[src/verilog/wdrt_pkg.sv]
// Package for the watchdog reset timer: register map, reset values, timing.
// Assumes a 125 MHz APB clock standing in for the core oscillator clock.
package wdrt_pkg;
    // Register map (byte addresses)
    localparam logic [11:0] CTRL_ADDR    = 12'h000;
    localparam logic [11:0] OPT_ADDR     = 12'h004;
    localparam logic [11:0] STAT_ADDR    = 12'h008;
    // Control word layout and reset value
    localparam int          ACT_BIT      = 7;
    localparam int          TOP_BIT      = 6;
    localparam logic [7:0]  CTRL_RESET   = 8'h7F;
    // Option register layout (hardware watchdog, halt reset, osc irq enable)
    localparam int          OPT_HW_BIT   = 0;
    localparam int          OPT_HALT_BIT = 1;
    localparam int          OPT_OIE_BIT  = 2;
    localparam logic [2:0]  OPT_RESET    = 3'h0;
    // Counter roll-over points
    localparam logic [6:0]  ROLL_FROM    = 7'h40;
    localparam logic [6:0]  ROLL_TO      = 7'h3F;
    // Timing
    localparam int          PRESCALE     = 16384;
    localparam int          CLK_PS       = 8000;
    localparam int          PULSE_NS     = 500;
    localparam int          PULSE_CYC    = (PULSE_NS * 1000) / CLK_PS;
    // Halt state of the counter
    typedef enum logic [1:0] {WDRT_RUN, WDRT_HALT_ONE, WDRT_STOPPED} wdrt_halt_t;
    // APB request bundle
    typedef struct packed {
        logic        psel;
        logic        penable;
        logic        pwrite;
        logic [11:0] paddr;
        logic [31:0] pwdata;
    } wdrt_apb_req_t;
endpackage

[src/verilog/wdrt_top.sv]
// Watchdog reset timer: 7-bit down-counter with prescaler, reset pulse out.
// Assumes an APB master on pclk; halt and wake come from the core as pulses.
// How it works
// - Seven-bit counter steps every 16384 clocks
// - Low six bits set 64 timeout steps
// - Active and 40h to 3Fh starts reset
// - Reset pin pulled low about 500ns
// - Counter runs even when not activated
// - Prescaler not cleared on write
// - Not activated after any reset
// - Activation sticky until reset
// - Active write with top bit clear resets
// - Halt while active resets per option
// - Hardware watchdog option selectable
// - Control word resets to 7Fh
// - Hardware option forces active, ignores bit
// - Halt with halt and irq options clear: one step, stop
module wdrt_top #(
    parameter int PRESCALE = wdrt_pkg::PRESCALE
) (
    input  wire logic        pclk,
    input  wire logic        presetn,
    input  wire logic        psel,
    input  wire logic        penable,
    input  wire logic        pwrite,
    input  wire logic [11:0] paddr,
    input  wire logic [31:0] pwdata,
    output logic      [31:0] prdata,
    output logic             pready,
    output logic             pslverr,
    input  wire logic        halt_exec,
    input  wire logic        ext_wake,
    output logic             reset_out_n
);
    localparam int PW = $clog2(PRESCALE);

    wdrt_pkg::wdrt_apb_req_t req;
    logic [7:0]              ctrl_q;
    logic [2:0]              opt_q;
    logic [PW-1:0]           pre_q;
    logic [7:0]              pulse_q;
    logic                    wdreset_q;
    wdrt_pkg::wdrt_halt_t    halt_q;
    wdrt_pkg::wdrt_halt_t    halt_d;
    logic [7:0]              low_cnt_q;
    logic                    boot_q;

    assign req = '{psel, penable, pwrite, paddr, pwdata};

    // Bus decode
    wire acc      = req.psel & req.penable;
    wire wr       = acc & req.pwrite;
    wire hit_ctrl = req.paddr == wdrt_pkg::CTRL_ADDR;
    wire hit_opt  = req.paddr == wdrt_pkg::OPT_ADDR;
    wire hit_stat = req.paddr == wdrt_pkg::STAT_ADDR;
    wire mapped   = hit_ctrl | hit_opt | hit_stat;
    wire wr_ctrl  = wr & hit_ctrl;
    wire wr_opt   = wr & hit_opt;

    // Watchdog state
    wire hw_mode  = opt_q[wdrt_pkg::OPT_HW_BIT];
    wire active   = ctrl_q[wdrt_pkg::ACT_BIT] | hw_mode;
    wire counting = halt_q != wdrt_pkg::WDRT_STOPPED;
    wire tick     = counting & (pre_q == PW'(PRESCALE - 1));
    wire roll     = tick & (ctrl_q[6:0] == wdrt_pkg::ROLL_FROM);
    wire [7:0] wval = pwdata[7:0];
    wire act_new  = wval[wdrt_pkg::ACT_BIT] | ctrl_q[wdrt_pkg::ACT_BIT];
    wire sw_reset = wr_ctrl & (act_new | hw_mode) & ~wval[wdrt_pkg::TOP_BIT];
    wire halt_rst = halt_exec & active & opt_q[wdrt_pkg::OPT_HALT_BIT];
    wire halt_stop = halt_exec & ~opt_q[wdrt_pkg::OPT_HALT_BIT]
                     & ~opt_q[wdrt_pkg::OPT_OIE_BIT];
    wire rst_req  = (roll & active) | sw_reset | halt_rst;

    // Read mux and APB answers
    assign pready  = 1'b1;
    assign pslverr = acc & ~mapped;
    assign prdata  = ~acc         ? 32'h0000_0000 :
                     hit_ctrl     ? {24'h00_0000, ctrl_q} :
                     hit_opt      ? {29'h0000_0000, opt_q} :
                     hit_stat     ? {30'h0000_0000, halt_q == wdrt_pkg::WDRT_STOPPED, active} :
                                    32'h0000_0000;

    // Prescaler never cleared by writes
    always_ff @(posedge pclk or negedge presetn)
    begin
        if (!presetn)
            pre_q <= '0;
        else if (counting)
            pre_q <= tick ? '0 : pre_q + PW'(1);
    end

    // Control word: load on write, decrement on tick
    always_ff @(posedge pclk or negedge presetn)
    begin
        if (!presetn)
            ctrl_q <= wdrt_pkg::CTRL_RESET;
        else if (wr_ctrl)
            ctrl_q <= {act_new, wval[6:0]};
        else if (tick)
            ctrl_q[6:0] <= ctrl_q[6:0] - 7'h01;
    end

    // Option register
    always_ff @(posedge pclk or negedge presetn)
    begin
        if (!presetn)
            opt_q <= wdrt_pkg::OPT_RESET;
        else if (wr_opt)
            opt_q <= wval[2:0];
    end

    // Halt tracking: one more step then stop until wake
    always_comb
    begin
        halt_d = halt_q;
        case (halt_q)
            wdrt_pkg::WDRT_RUN:      if (halt_stop) halt_d = wdrt_pkg::WDRT_HALT_ONE;
            wdrt_pkg::WDRT_HALT_ONE: if (ext_wake) halt_d = wdrt_pkg::WDRT_RUN;
                                     else if (tick) halt_d = wdrt_pkg::WDRT_STOPPED;
            wdrt_pkg::WDRT_STOPPED:  if (ext_wake) halt_d = wdrt_pkg::WDRT_RUN;
            default:                 halt_d = wdrt_pkg::WDRT_RUN;
        endcase
    end

    always_ff @(posedge pclk or negedge presetn)
    begin
        if (!presetn)
            halt_q <= wdrt_pkg::WDRT_RUN;
        else
            halt_q <= halt_d;
    end

    // Reset pulse generator
    always_ff @(posedge pclk or negedge presetn)
    begin
        if (!presetn)
        begin
            pulse_q   <= 8'h00;
            wdreset_q <= 1'b0;
        end
        else if (rst_req && !wdreset_q)
        begin
            pulse_q   <= 8'(wdrt_pkg::PULSE_CYC - 1);
            wdreset_q <= 1'b1;
        end
        else if (wdreset_q)
        begin
            pulse_q   <= pulse_q - 8'h01;
            wdreset_q <= pulse_q != 8'h00;
        end
    end

    assign reset_out_n = ~wdreset_q;

    // Length of the current low pulse, for the checks below
    always_ff @(posedge pclk or negedge presetn)
    begin
        if (!presetn)
            low_cnt_q <= 8'h00;
        else if (!reset_out_n)
            low_cnt_q <= low_cnt_q + 8'h01;
        else
            low_cnt_q <= 8'h00;
    end

    // First clock after a reset release, for the reset value checks
    always_ff @(posedge pclk or negedge presetn)
    begin
        if (!presetn)
            boot_q <= 1'b1;
        else
            boot_q <= 1'b0;
    end

    // Pulse never outlasts its length
    AST_PULSE_LEN: assert property (@(posedge pclk) disable iff (!presetn)
        !reset_out_n |-> low_cnt_q < 8'(wdrt_pkg::PULSE_CYC))
        else $error("reset pulse too long");

    // Pulse ends after exactly its length
    AST_PULSE_END: assert property (@(posedge pclk) disable iff (!presetn)
        $rose(reset_out_n) |-> low_cnt_q == 8'(wdrt_pkg::PULSE_CYC))
        else $error("reset pulse too short");
    // Active roll-over starts a pulse on the next clock
    AST_ROLL_RESET: assert property (@(posedge pclk) disable iff (!presetn)
        (roll && active && reset_out_n) |=> !reset_out_n)
        else $error("no reset on roll-over");

    // Activation bit never falls outside reset
    AST_STICKY: assert property (@(posedge pclk) disable iff (!presetn)
        ctrl_q[7] |=> ctrl_q[7])
        else $error("activation bit cleared");

    // Each tick without a control write takes one off the counter
    AST_DECR: assert property (@(posedge pclk) disable iff (!presetn)
        (tick && !wr_ctrl) |=> ctrl_q[6:0] == $past(ctrl_q[6:0]) - 7'h01)
        else $error("counter did not decrement");

    // No pulse without a request
    AST_NO_SPURIOUS: assert property (@(posedge pclk) disable iff (!presetn)
        (reset_out_n && !rst_req) |=> reset_out_n)
        else $error("reset without cause");

    // Active write with the top bit clear starts a pulse
    AST_SWRST: assert property (@(posedge pclk) disable iff (!presetn)
        (sw_reset && reset_out_n) |=> !reset_out_n)
        else $error("software reset missed");

    // Write loads the seven counter bits
    AST_LOAD: assert property (@(posedge pclk) disable iff (!presetn)
        wr_ctrl |=> ctrl_q[6:0] == $past(pwdata[6:0]))
        else $error("write not loaded");

    // Halt while active with the reset option starts a pulse
    AST_HALT: assert property (@(posedge pclk) disable iff (!presetn)
        (halt_rst && reset_out_n) |=> !reset_out_n)
        else $error("halt reset missed");

    // Stopped counter holds unless written
    AST_STOP: assert property (@(posedge pclk) disable iff (!presetn)
        (halt_q == wdrt_pkg::WDRT_STOPPED && !ext_wake) |=> $stable(ctrl_q[6:0]) || $past(wr_ctrl))
        else $error("counter ran while stopped");

    // Counter moves only on a prescaler tick or a write
    AST_HOLD: assert property (@(posedge pclk) disable iff (!presetn)
        (!tick && !wr_ctrl) |=> $stable(ctrl_q[6:0]))
        else $error("counter moved without tick");

    // Tick is a single-cycle enable
    AST_TICK_ONE: assert property (@(posedge pclk) disable iff (!presetn)
        tick |=> !tick)
        else $error("tick longer than one clock");

    // Top bit written high stays high after the load
    AST_TOP_KEPT: assert property (@(posedge pclk) disable iff (!presetn)
        (wr_ctrl && pwdata[wdrt_pkg::TOP_BIT]) |=> ctrl_q[wdrt_pkg::TOP_BIT])
        else $error("top bit lost on load");

    // Prescaler keeps its phase across a write
    AST_PRE_KEEP: assert property (@(posedge pclk) disable iff (!presetn)
        (wr_ctrl && counting && !tick) |=> pre_q == $past(pre_q) + PW'(1))
        else $error("prescaler disturbed by write");

    // First clock after reset shows the reset control word
    AST_BOOT_CTRL: assert property (@(posedge pclk) disable iff (!presetn)
        boot_q |-> ctrl_q == wdrt_pkg::CTRL_RESET)
        else $error("control word reset value wrong");

    // First clock after reset: disabled, no pulse, counter running
    AST_BOOT_IDLE: assert property (@(posedge pclk) disable iff (!presetn)
        boot_q |-> (!active && reset_out_n && halt_q == wdrt_pkg::WDRT_RUN))
        else $error("watchdog active after reset");

    // Write with the activation bit set enables the watchdog
    AST_ACT_SET: assert property (@(posedge pclk) disable iff (!presetn)
        (wr_ctrl && pwdata[wdrt_pkg::ACT_BIT]) |=> ctrl_q[wdrt_pkg::ACT_BIT])
        else $error("activation bit not set");

    // Hardware option resets on roll-over whatever the activation bit
    AST_HW_ROLL: assert property (@(posedge pclk) disable iff (!presetn)
        (hw_mode && roll && reset_out_n) |=> !reset_out_n)
        else $error("hardware mode missed roll-over");

    // Roll-over while disabled only wraps the counter
    AST_IDLE_WRAP: assert property (@(posedge pclk) disable iff (!presetn)
        (roll && !active && !wr_ctrl && !halt_rst && reset_out_n)
            |=> (reset_out_n && ctrl_q[6:0] == wdrt_pkg::ROLL_TO))
        else $error("disabled counter did not wrap quietly");

    // Option word takes the written value
    AST_OPT_LOAD: assert property (@(posedge pclk) disable iff (!presetn)
        wr_opt |=> opt_q == $past(pwdata[2:0]))
        else $error("option word not loaded");

    // Halt with the reset and irq options clear: one more step, then stopped
    AST_ONE_STEP: assert property (@(posedge pclk) disable iff (!presetn)
        (halt_q == wdrt_pkg::WDRT_HALT_ONE && tick && !ext_wake)
            |=> halt_q == wdrt_pkg::WDRT_STOPPED)
        else $error("counter did not stop after one step");

    // Wake pulse restarts a halted counter at once
    AST_WAKE: assert property (@(posedge pclk) disable iff (!presetn)
        (halt_q != wdrt_pkg::WDRT_RUN && ext_wake) |=> halt_q == wdrt_pkg::WDRT_RUN)
        else $error("counter not restarted by wake");

    // Halt without the reset option never starts a pulse by itself
    AST_HALT_QUIET: assert property (@(posedge pclk) disable iff (!presetn)
        (halt_exec && !opt_q[wdrt_pkg::OPT_HALT_BIT] && !(roll && active) && !sw_reset
            && reset_out_n) |=> reset_out_n)
        else $error("halt reset without option");

    // Activation bit after a write is the OR of old and new
    AST_OR_ACT: assert property (@(posedge pclk) disable iff (!presetn)
        wr_ctrl |=> ctrl_q[wdrt_pkg::ACT_BIT] == ($past(pwdata[7]) | $past(ctrl_q[7])))
        else $error("activation bit not merged");

    // Roll-over request lasts a single clock
    AST_ROLL_ONCE: assert property (@(posedge pclk) disable iff (!presetn)
        roll |=> !roll)
        else $error("roll-over request held too long");

    // Requests during a pulse do not cut or restart it
    AST_BUSY_HOLD: assert property (@(posedge pclk) disable iff (!presetn)
        (!reset_out_n && pulse_q != 8'h00) |=> !reset_out_n)
        else $error("pulse cut short");
endmodule
[config.mk]
export PLATFORM = sky130hd
export DESIGN_NAME = wdrt_top
export DESIGN_NICKNAME = d
export VERILOG_FILES = /design/src/verilog/wdrt_pkg.sv /design/src/verilog/wdrt_top.sv
export SDC_FILE = /design/constraint.sdc
export NUM_CORES = 1
export LEC_CHECK = 0
export BUFFER_PORTS_ARGS = -buffer_cell sky130_fd_sc_hd__buf_4
export CAP_MARGIN = 20
export CORE_MARGIN = 4
export CORE_UTILIZATION = 49
export CTS_CLUSTER_SIZE = 20
export DETAILED_ROUTE_END_ITERATION = 8
export PLACE_DENSITY = 0.92
export SLEW_MARGIN = 40
export SYNTH_ARGS = -nofsm -noshare
export SYNTH_HDL_FRONTEND = slang
export SYNTH_SLANG_ARGS = --single-unit
[constraint.sdc]
create_clock -name pclk -period 2.1 [get_ports pclk]
set_input_delay 0.21 -clock pclk [delete_from_list [all_inputs] [get_ports pclk]]
set_output_delay 0.21 -clock pclk [all_outputs]
set_load 0.01 [all_outputs]
-- After elaboration in Yosys (flattened, before gate mapping)
Cells that the tools add are included.
- register bits: 36
- memories kept: 0
- word-level logic and storage cells: 70
- bits in read-only memories: 0
- bits in latches: 0
- bits in writable memories: 0
- bits of input ports: 51
- reductions and logical operators: 8
- shift operators: 0
- eq/ne operators: 10
- div/mod/pow operators: 0
- multiply operators: 0
- bitwise operators: 26
- $add $sub $neg: 3
- muxes and demuxes: 16
- magnitude comparators: 0
- operator list (operator ; count):
    $mux 8 ; 4
    $add 14x1->14 const B ; 1
    $and 1x1->1 ; 14
    $eq 14x14->1 const B ; 1
    $mux 14 ; 1
    $mux 7 ; 2
    $eq 12x3->1 const B ; 1
    $eq 12x4->1 const B ; 1
    $logic_not 12->1 ; 1
    $mux 2 ; 5
    $reduce_bool 8->1 ; 1
    $sub 8x1->8 const B ; 1
    $eq 7x7->1 const B ; 1
    $or 1x1->1 ; 7
    $sub 7x1->7 const B ; 1
    $ne 2x2->1 const B ; 3
    $pmux 2 s3 ; 1
    $not 1->1 ; 5
    $reduce_bool 2->1 ; 2
    $mux 3 ; 1
    $ne 3x3->1 const B ; 1
    $reduce_and 3->1 ; 1
    $eq 2x1->1 const B ; 1
    $eq 2x2->1 const B ; 1
    other kinds (4) ; 5

-- Depth between registers and ports, before layout
- depth in word-level cells: 9
- gate-level depth with buffers: 7
- depth with buffers taken out: 7

-- Worst setup path after synthesis
OpenSTA, ideal clock, no wires.
- path kind: flip-flop to flip-flop
- from: register halt_q[1]
- to: register ctrl_q[1]
- clock period less this slack: 1779 ps
- cell stages (with the launch flop): 7
- arrival time: 1707 ps
- library setup time: 72 ps
- slack: 321 ps
- required time: 2028 ps
- path through: dfrtp_1 nor2b_1 buf_6 nor3_1 nor3b_4 mux2_1 o21ai_1
- word-level cells in the longest chain between the ends: 3
- RTL lines (element ; line ; text):
    from (decl) ; wdrt_top.sv:43 ; wdrt_pkg::wdrt_halt_t halt_q;
    from (signal assigned) ; wdrt_top.sv:128 ; halt_q <= wdrt_pkg::WDRT_RUN;
    from (signal assigned) ; wdrt_top.sv:130 ; halt_q <= halt_d;
    $ne 2x2->1 ; wdrt_top.sv:63 ; wire counting = halt_q != wdrt_pkg::WDRT_STOPPED;
    $and 1x1->1 ; wdrt_top.sv:64 ; wire tick = counting & (pre_q == PW'(PRESCALE - 1));
    $reduce_bool 2->1 (no source line) ; -- ;
    to (signal assigned) ; wdrt_top.sv:96 ; ctrl_q <= wdrt_pkg::CTRL_RESET;
    to (signal assigned) ; wdrt_top.sv:98 ; ctrl_q <= {act_new, wval[6:0]};
    to (signal assigned) ; wdrt_top.sv:100 ; ctrl_q[6:0] <= ctrl_q[6:0] - 7'h01;
    to (decl) ; wdrt_top.sv:38 ; logic [7:0] ctrl_q;
Every way passes these cells.
A chain may end at the register's enable or synchronous reset.

-- Worst setup path in the final report
- from: input paddr[1]
- to: output prdata[0]
- word-level cells in the longest chain between the ends: 5
- elaborated cells between the ends (all ways): 7
- RTL lines (element ; line ; text):
    from (decl) ; wdrt_top.sv:26 ; input wire logic [11:0] paddr,
    $eq 12x4->1 ; wdrt_top.sv:55 ; wire hit_stat = req.paddr == wdrt_pkg::STAT_ADDR;
    $mux 2 ; wdrt_top.sv:80 ; hit_stat ? {30'h0000_0000, halt_q == wdrt_pkg::WDRT_STOPPED, active} :
    $mux 3 ; wdrt_top.sv:79 ; hit_opt ? {29'h0000_0000, opt_q} :
    $mux 8 (*) ; wdrt_top.sv:78 ; hit_ctrl ? {24'h00_0000, ctrl_q} :
    $mux 8 (*) ; wdrt_top.sv:77 ; assign prdata = ~acc ? 32'h0000_0000 :
    to (decl) ; wdrt_top.sv:28 ; output logic [31:0] prdata,
Mark *: on every way between the ends. The rest lies on a longest branch, timed or not.

==> summary.md <==
| Metric | Value |
|---|---|
| Outcome | `finished clean` |
| Total I/O pin count | `86` |
| Final worst setup slack | `0.157 ns` |
| Max Root-Sink Buffers | `2` |
| Crit start category | `primary input` |
| Required @ worst endpoint | `1.89 ns` |
| Met1 Use GR | `18.8%` |
| Crit path time final | `1.94 ns` |
| Clock Tree Root | `clkbuf_8` |
| Post-synth top area share | `32.5%` |
| Hold Fails Final Rpt | `0` |
| Hold_sp | `ext_wake` |
| Skew-Pair Late Insertion Delay | `0.29 ns` |
| Final wirelength | `4590 µm` |
| Pre-antenna DRT Iters | `4` |
| Reg2reg start | `wdreset_q$_DFF_PN0_` |
| Initial antenna violation count | `0` |
| Finished Core Util | `59.6%` |
| Crit path DAT | `1.73 ns` |
| Register area share after synthesis | `40.7%` |
| Core area | `4380 µm²` |
| Dominant cells by area after synthesis | `dfrtp_1, buf_4, dfstp_2, nand2_1, xnor2_1` |
| Setup Skew | `0.00853 ns` |
| FFs w/ async S/R, synth | `100%` |
| Fillers | `361` |
| Initial Util | `51.0%` |
| Area post-placement | `2470 µm²` |
| Worst Setup SP | `paddr[1]` |
| Antenna-violating nets left | `0` |
| Share of layout cells above drive strength 1 | `26.3%` |
| Number of clock sinks | `36` |
| Area leader, netlist | `dfrtp_1` |
| DR iter-0 viols | `46` |
| Final Max Slew Viols | `0` |
| Final Cycle Share | `92.5%` |
| LEAKAGE | `1.22 nW` |
| Cells on Worst Hold Path | `2` |
| Routability cong. | `0.810` |
| Rel. slew slack | `54.6%` |
| Die area | `5700 µm²` |
| Via Count | `1755` |
| H-tree levels | `2` |
| CP Capture Point | `prdata[0]` |
| GR Layer Usage met2 | `29.8%` |
| CTS tree | `done` |
| Port Buffers | `36` |
| CP endpoint kind | `output pin` |
| Vias per Instance | `5.27` |
| Setup TNS | `0 ns` |
| WL per Instance | `13.8 µm` |
| Hold/Removal Path Class | `primary input to flip-flop` |
| Synthesized instance count | `237` |
| Power per cell area | `687 nW/µm²` |
| DR DRC count | `0` |
| Worst slack, placed | `0.104 ns` |
| Final nets | `336` |
| Commonest register cell after synthesis | `dfrtp_1` |
| Rows | `24` |
| Global-route wire length before repair | `7250 µm` |
| EDFF count, synth | `0` |
| HPWL Detailed | `3500 µm` |
| Gr busiest metal | `met2` |
| GR Util met3 | `3.96%` |
| VDD IR max | `0.433 mV` |
| Finished Layout Cells | `333` |
| Syn Std Cell Area | `2230 µm²` |
| Critical path class | `primary input to output pin` |
| RSZ-0062 raised after global routing | `false` |
| Fmax | `515 MHz` |
| Inserted Clock Buffers | `5` |
| Die Span X | `75.5 µm` |
| Slew @ Worst Pin | `0.675 ns` |
| Final setup vio count | `0` |
| Yosys warnings | `0` |
| Largest net degree at the start of global routing | `37` |
| Placed instance count | `322` |
| P&R area growth vs syn | `16.9%` |
| Ant. Diodes | `0` |
| Vias in the first global route | `1676` |
| FF+latch count, synth | `36` |
| R2R Setup Slk | `0.23 ns` |
| Worst r2r path cells | `5` |
| Max Cap Viol | `0` |
| Fin area | `2610 µm²` |
| Crit-path max FO | `6` |
| GRT Total Usage | `16.7%` |
| Synth cell types | `46` |
| Clk slew on worst S/H paths | `0.06 ns` |
| Avg Inst Size Synth | `9.43 µm²` |
| Die Ht | `75.5 µm` |
| RR Endpoint | `pulse_q[5]$_DFFE_PN0P_` |
| Grt ovf | `0` |
-- state kept, by name, summed over array words and instances (netlist names) --
| name | cells |
|---|---|
| pre_q | 14 |
| ctrl_q | 8 |
| pulse_q | 8 |
| opt_q | 3 |
| halt_q | 2 |
| wdreset_q | 1 |
-- Yosys cell counts (all sizes together), types with 3 or more instances --
cell	number
nand2	31
dfrtp	29
buf	26
nor2	17
nor4	12
xnor2	12
o21ai	10
a21oi	7
dfstp	7
inv	7
nor3	7
xor2	7
nand3	6
and2	5
ha	5
mux2	5
clkbuf	4
nand4	4
nor3b	4
o31a	4
mux2i	3
-- power by group --
group / internal [mW] / switching [mW] / leakage, nW
Sequential: 0.785 / 0.0780 / 0.446
Combinational: 0.165 / 0.172 / 0.715
Clock: 0.352 / 0.244 / 0.0552
-- worst max-delay path: stages --
cell       delay (ns)
buf_4            0.11
nor4_1           0.35
and3_1           0.23
nand3_1          0.21
a2111oi_1        0.43
buf_4            0.19
-- layout make-up --
class / count / area (µm²) / share of cell area, %
clock inverter: 2 / 35.0 / 1.34
timing repair buffer: 43 / 325 / 12.5
sequential: 36 / 910 / 34.8
inverter: 7 / 26.3 / 1.01
tap: 52 / 65.1 / 2.49
multi-input combinational: 187 / 1180 / 45.1
clock buffer: 6 / 72.6 / 2.78
-- layout by cell type (no fill, tap or decap), drive strengths merged, types with 3 or more instances in the layout --
cell type  instances
nand2             31
nor3b              4
o21ai             10
nor2              17
and2               5
xor2               7
mux2i              3
dfstp              7
a21oi              7
o31a               4
conb              25
nor3               7
clkbuf             6
nand3              6
buf               42
ha                 5
nor4              12
nand4              4
inv                7
mux2               5
xnor2             12
dfrtp             29
-- timing repair --
item	in CTS	in global routing
buffers inserted	0	2
hold buffers	1	0
endpoints found under the setup margin	0	6
gates resized for setup	0	2
hold endpoints to repair	29	0
-- how the worst min path moves through the flow --
stage | to | slack (ns)
floorplan | ctrl_q[7]$_DFFE_PN0P_ | -0.09
global placement | ctrl_q[7]$_DFFE_PN0P_ | 0.18
detailed placement | ctrl_q[7]$_DFFE_PN0P_ | 0.19
CTS | halt_q[1]$_DFFE_PN0P_ | 0.07
global route | halt_q[1]$_DFFE_PN0P_ | 0.08
finish | halt_q[1]$_DFFE_PN0P_ | 0.08
-- metrics by stage --
step	hold WS (ns)	power (mW)
2_1_floorplan	-0.0856	1.12
3_3_place_gp	0.182	1.19
3_5_place_dp	0.188	1.21
4_1_cts	0.0737	1.80
5_1_grt	0.0790	1.90
6_report	0.0777	1.80
-- routing by layer --
layer / vias up / wire length [µm]
met2: 47 / 2380
met3: 13 / 231
met5: - / 0
met4: 0 / 107
met1: 838 / 1870
li1: 857 / -
-- cell families (layout without fill, tap and decap cells) --
group,after synthesis,count (layout),share of synthesized area [%]
buffers and inverters,37,58,10.8
flip-flops,36,36,40.7
adder cells (fa/ha/maj),5,5,2.80
XOR/XNOR,19,19,7.45
other,2,25,0.336
AND/OR/NAND/NOR,104,104,26.4
AO/OA/AOI/OAI,26,26,7.73
multiplexers,8,8,3.86
Note: power is estimated with default switching activity, not from simulation.
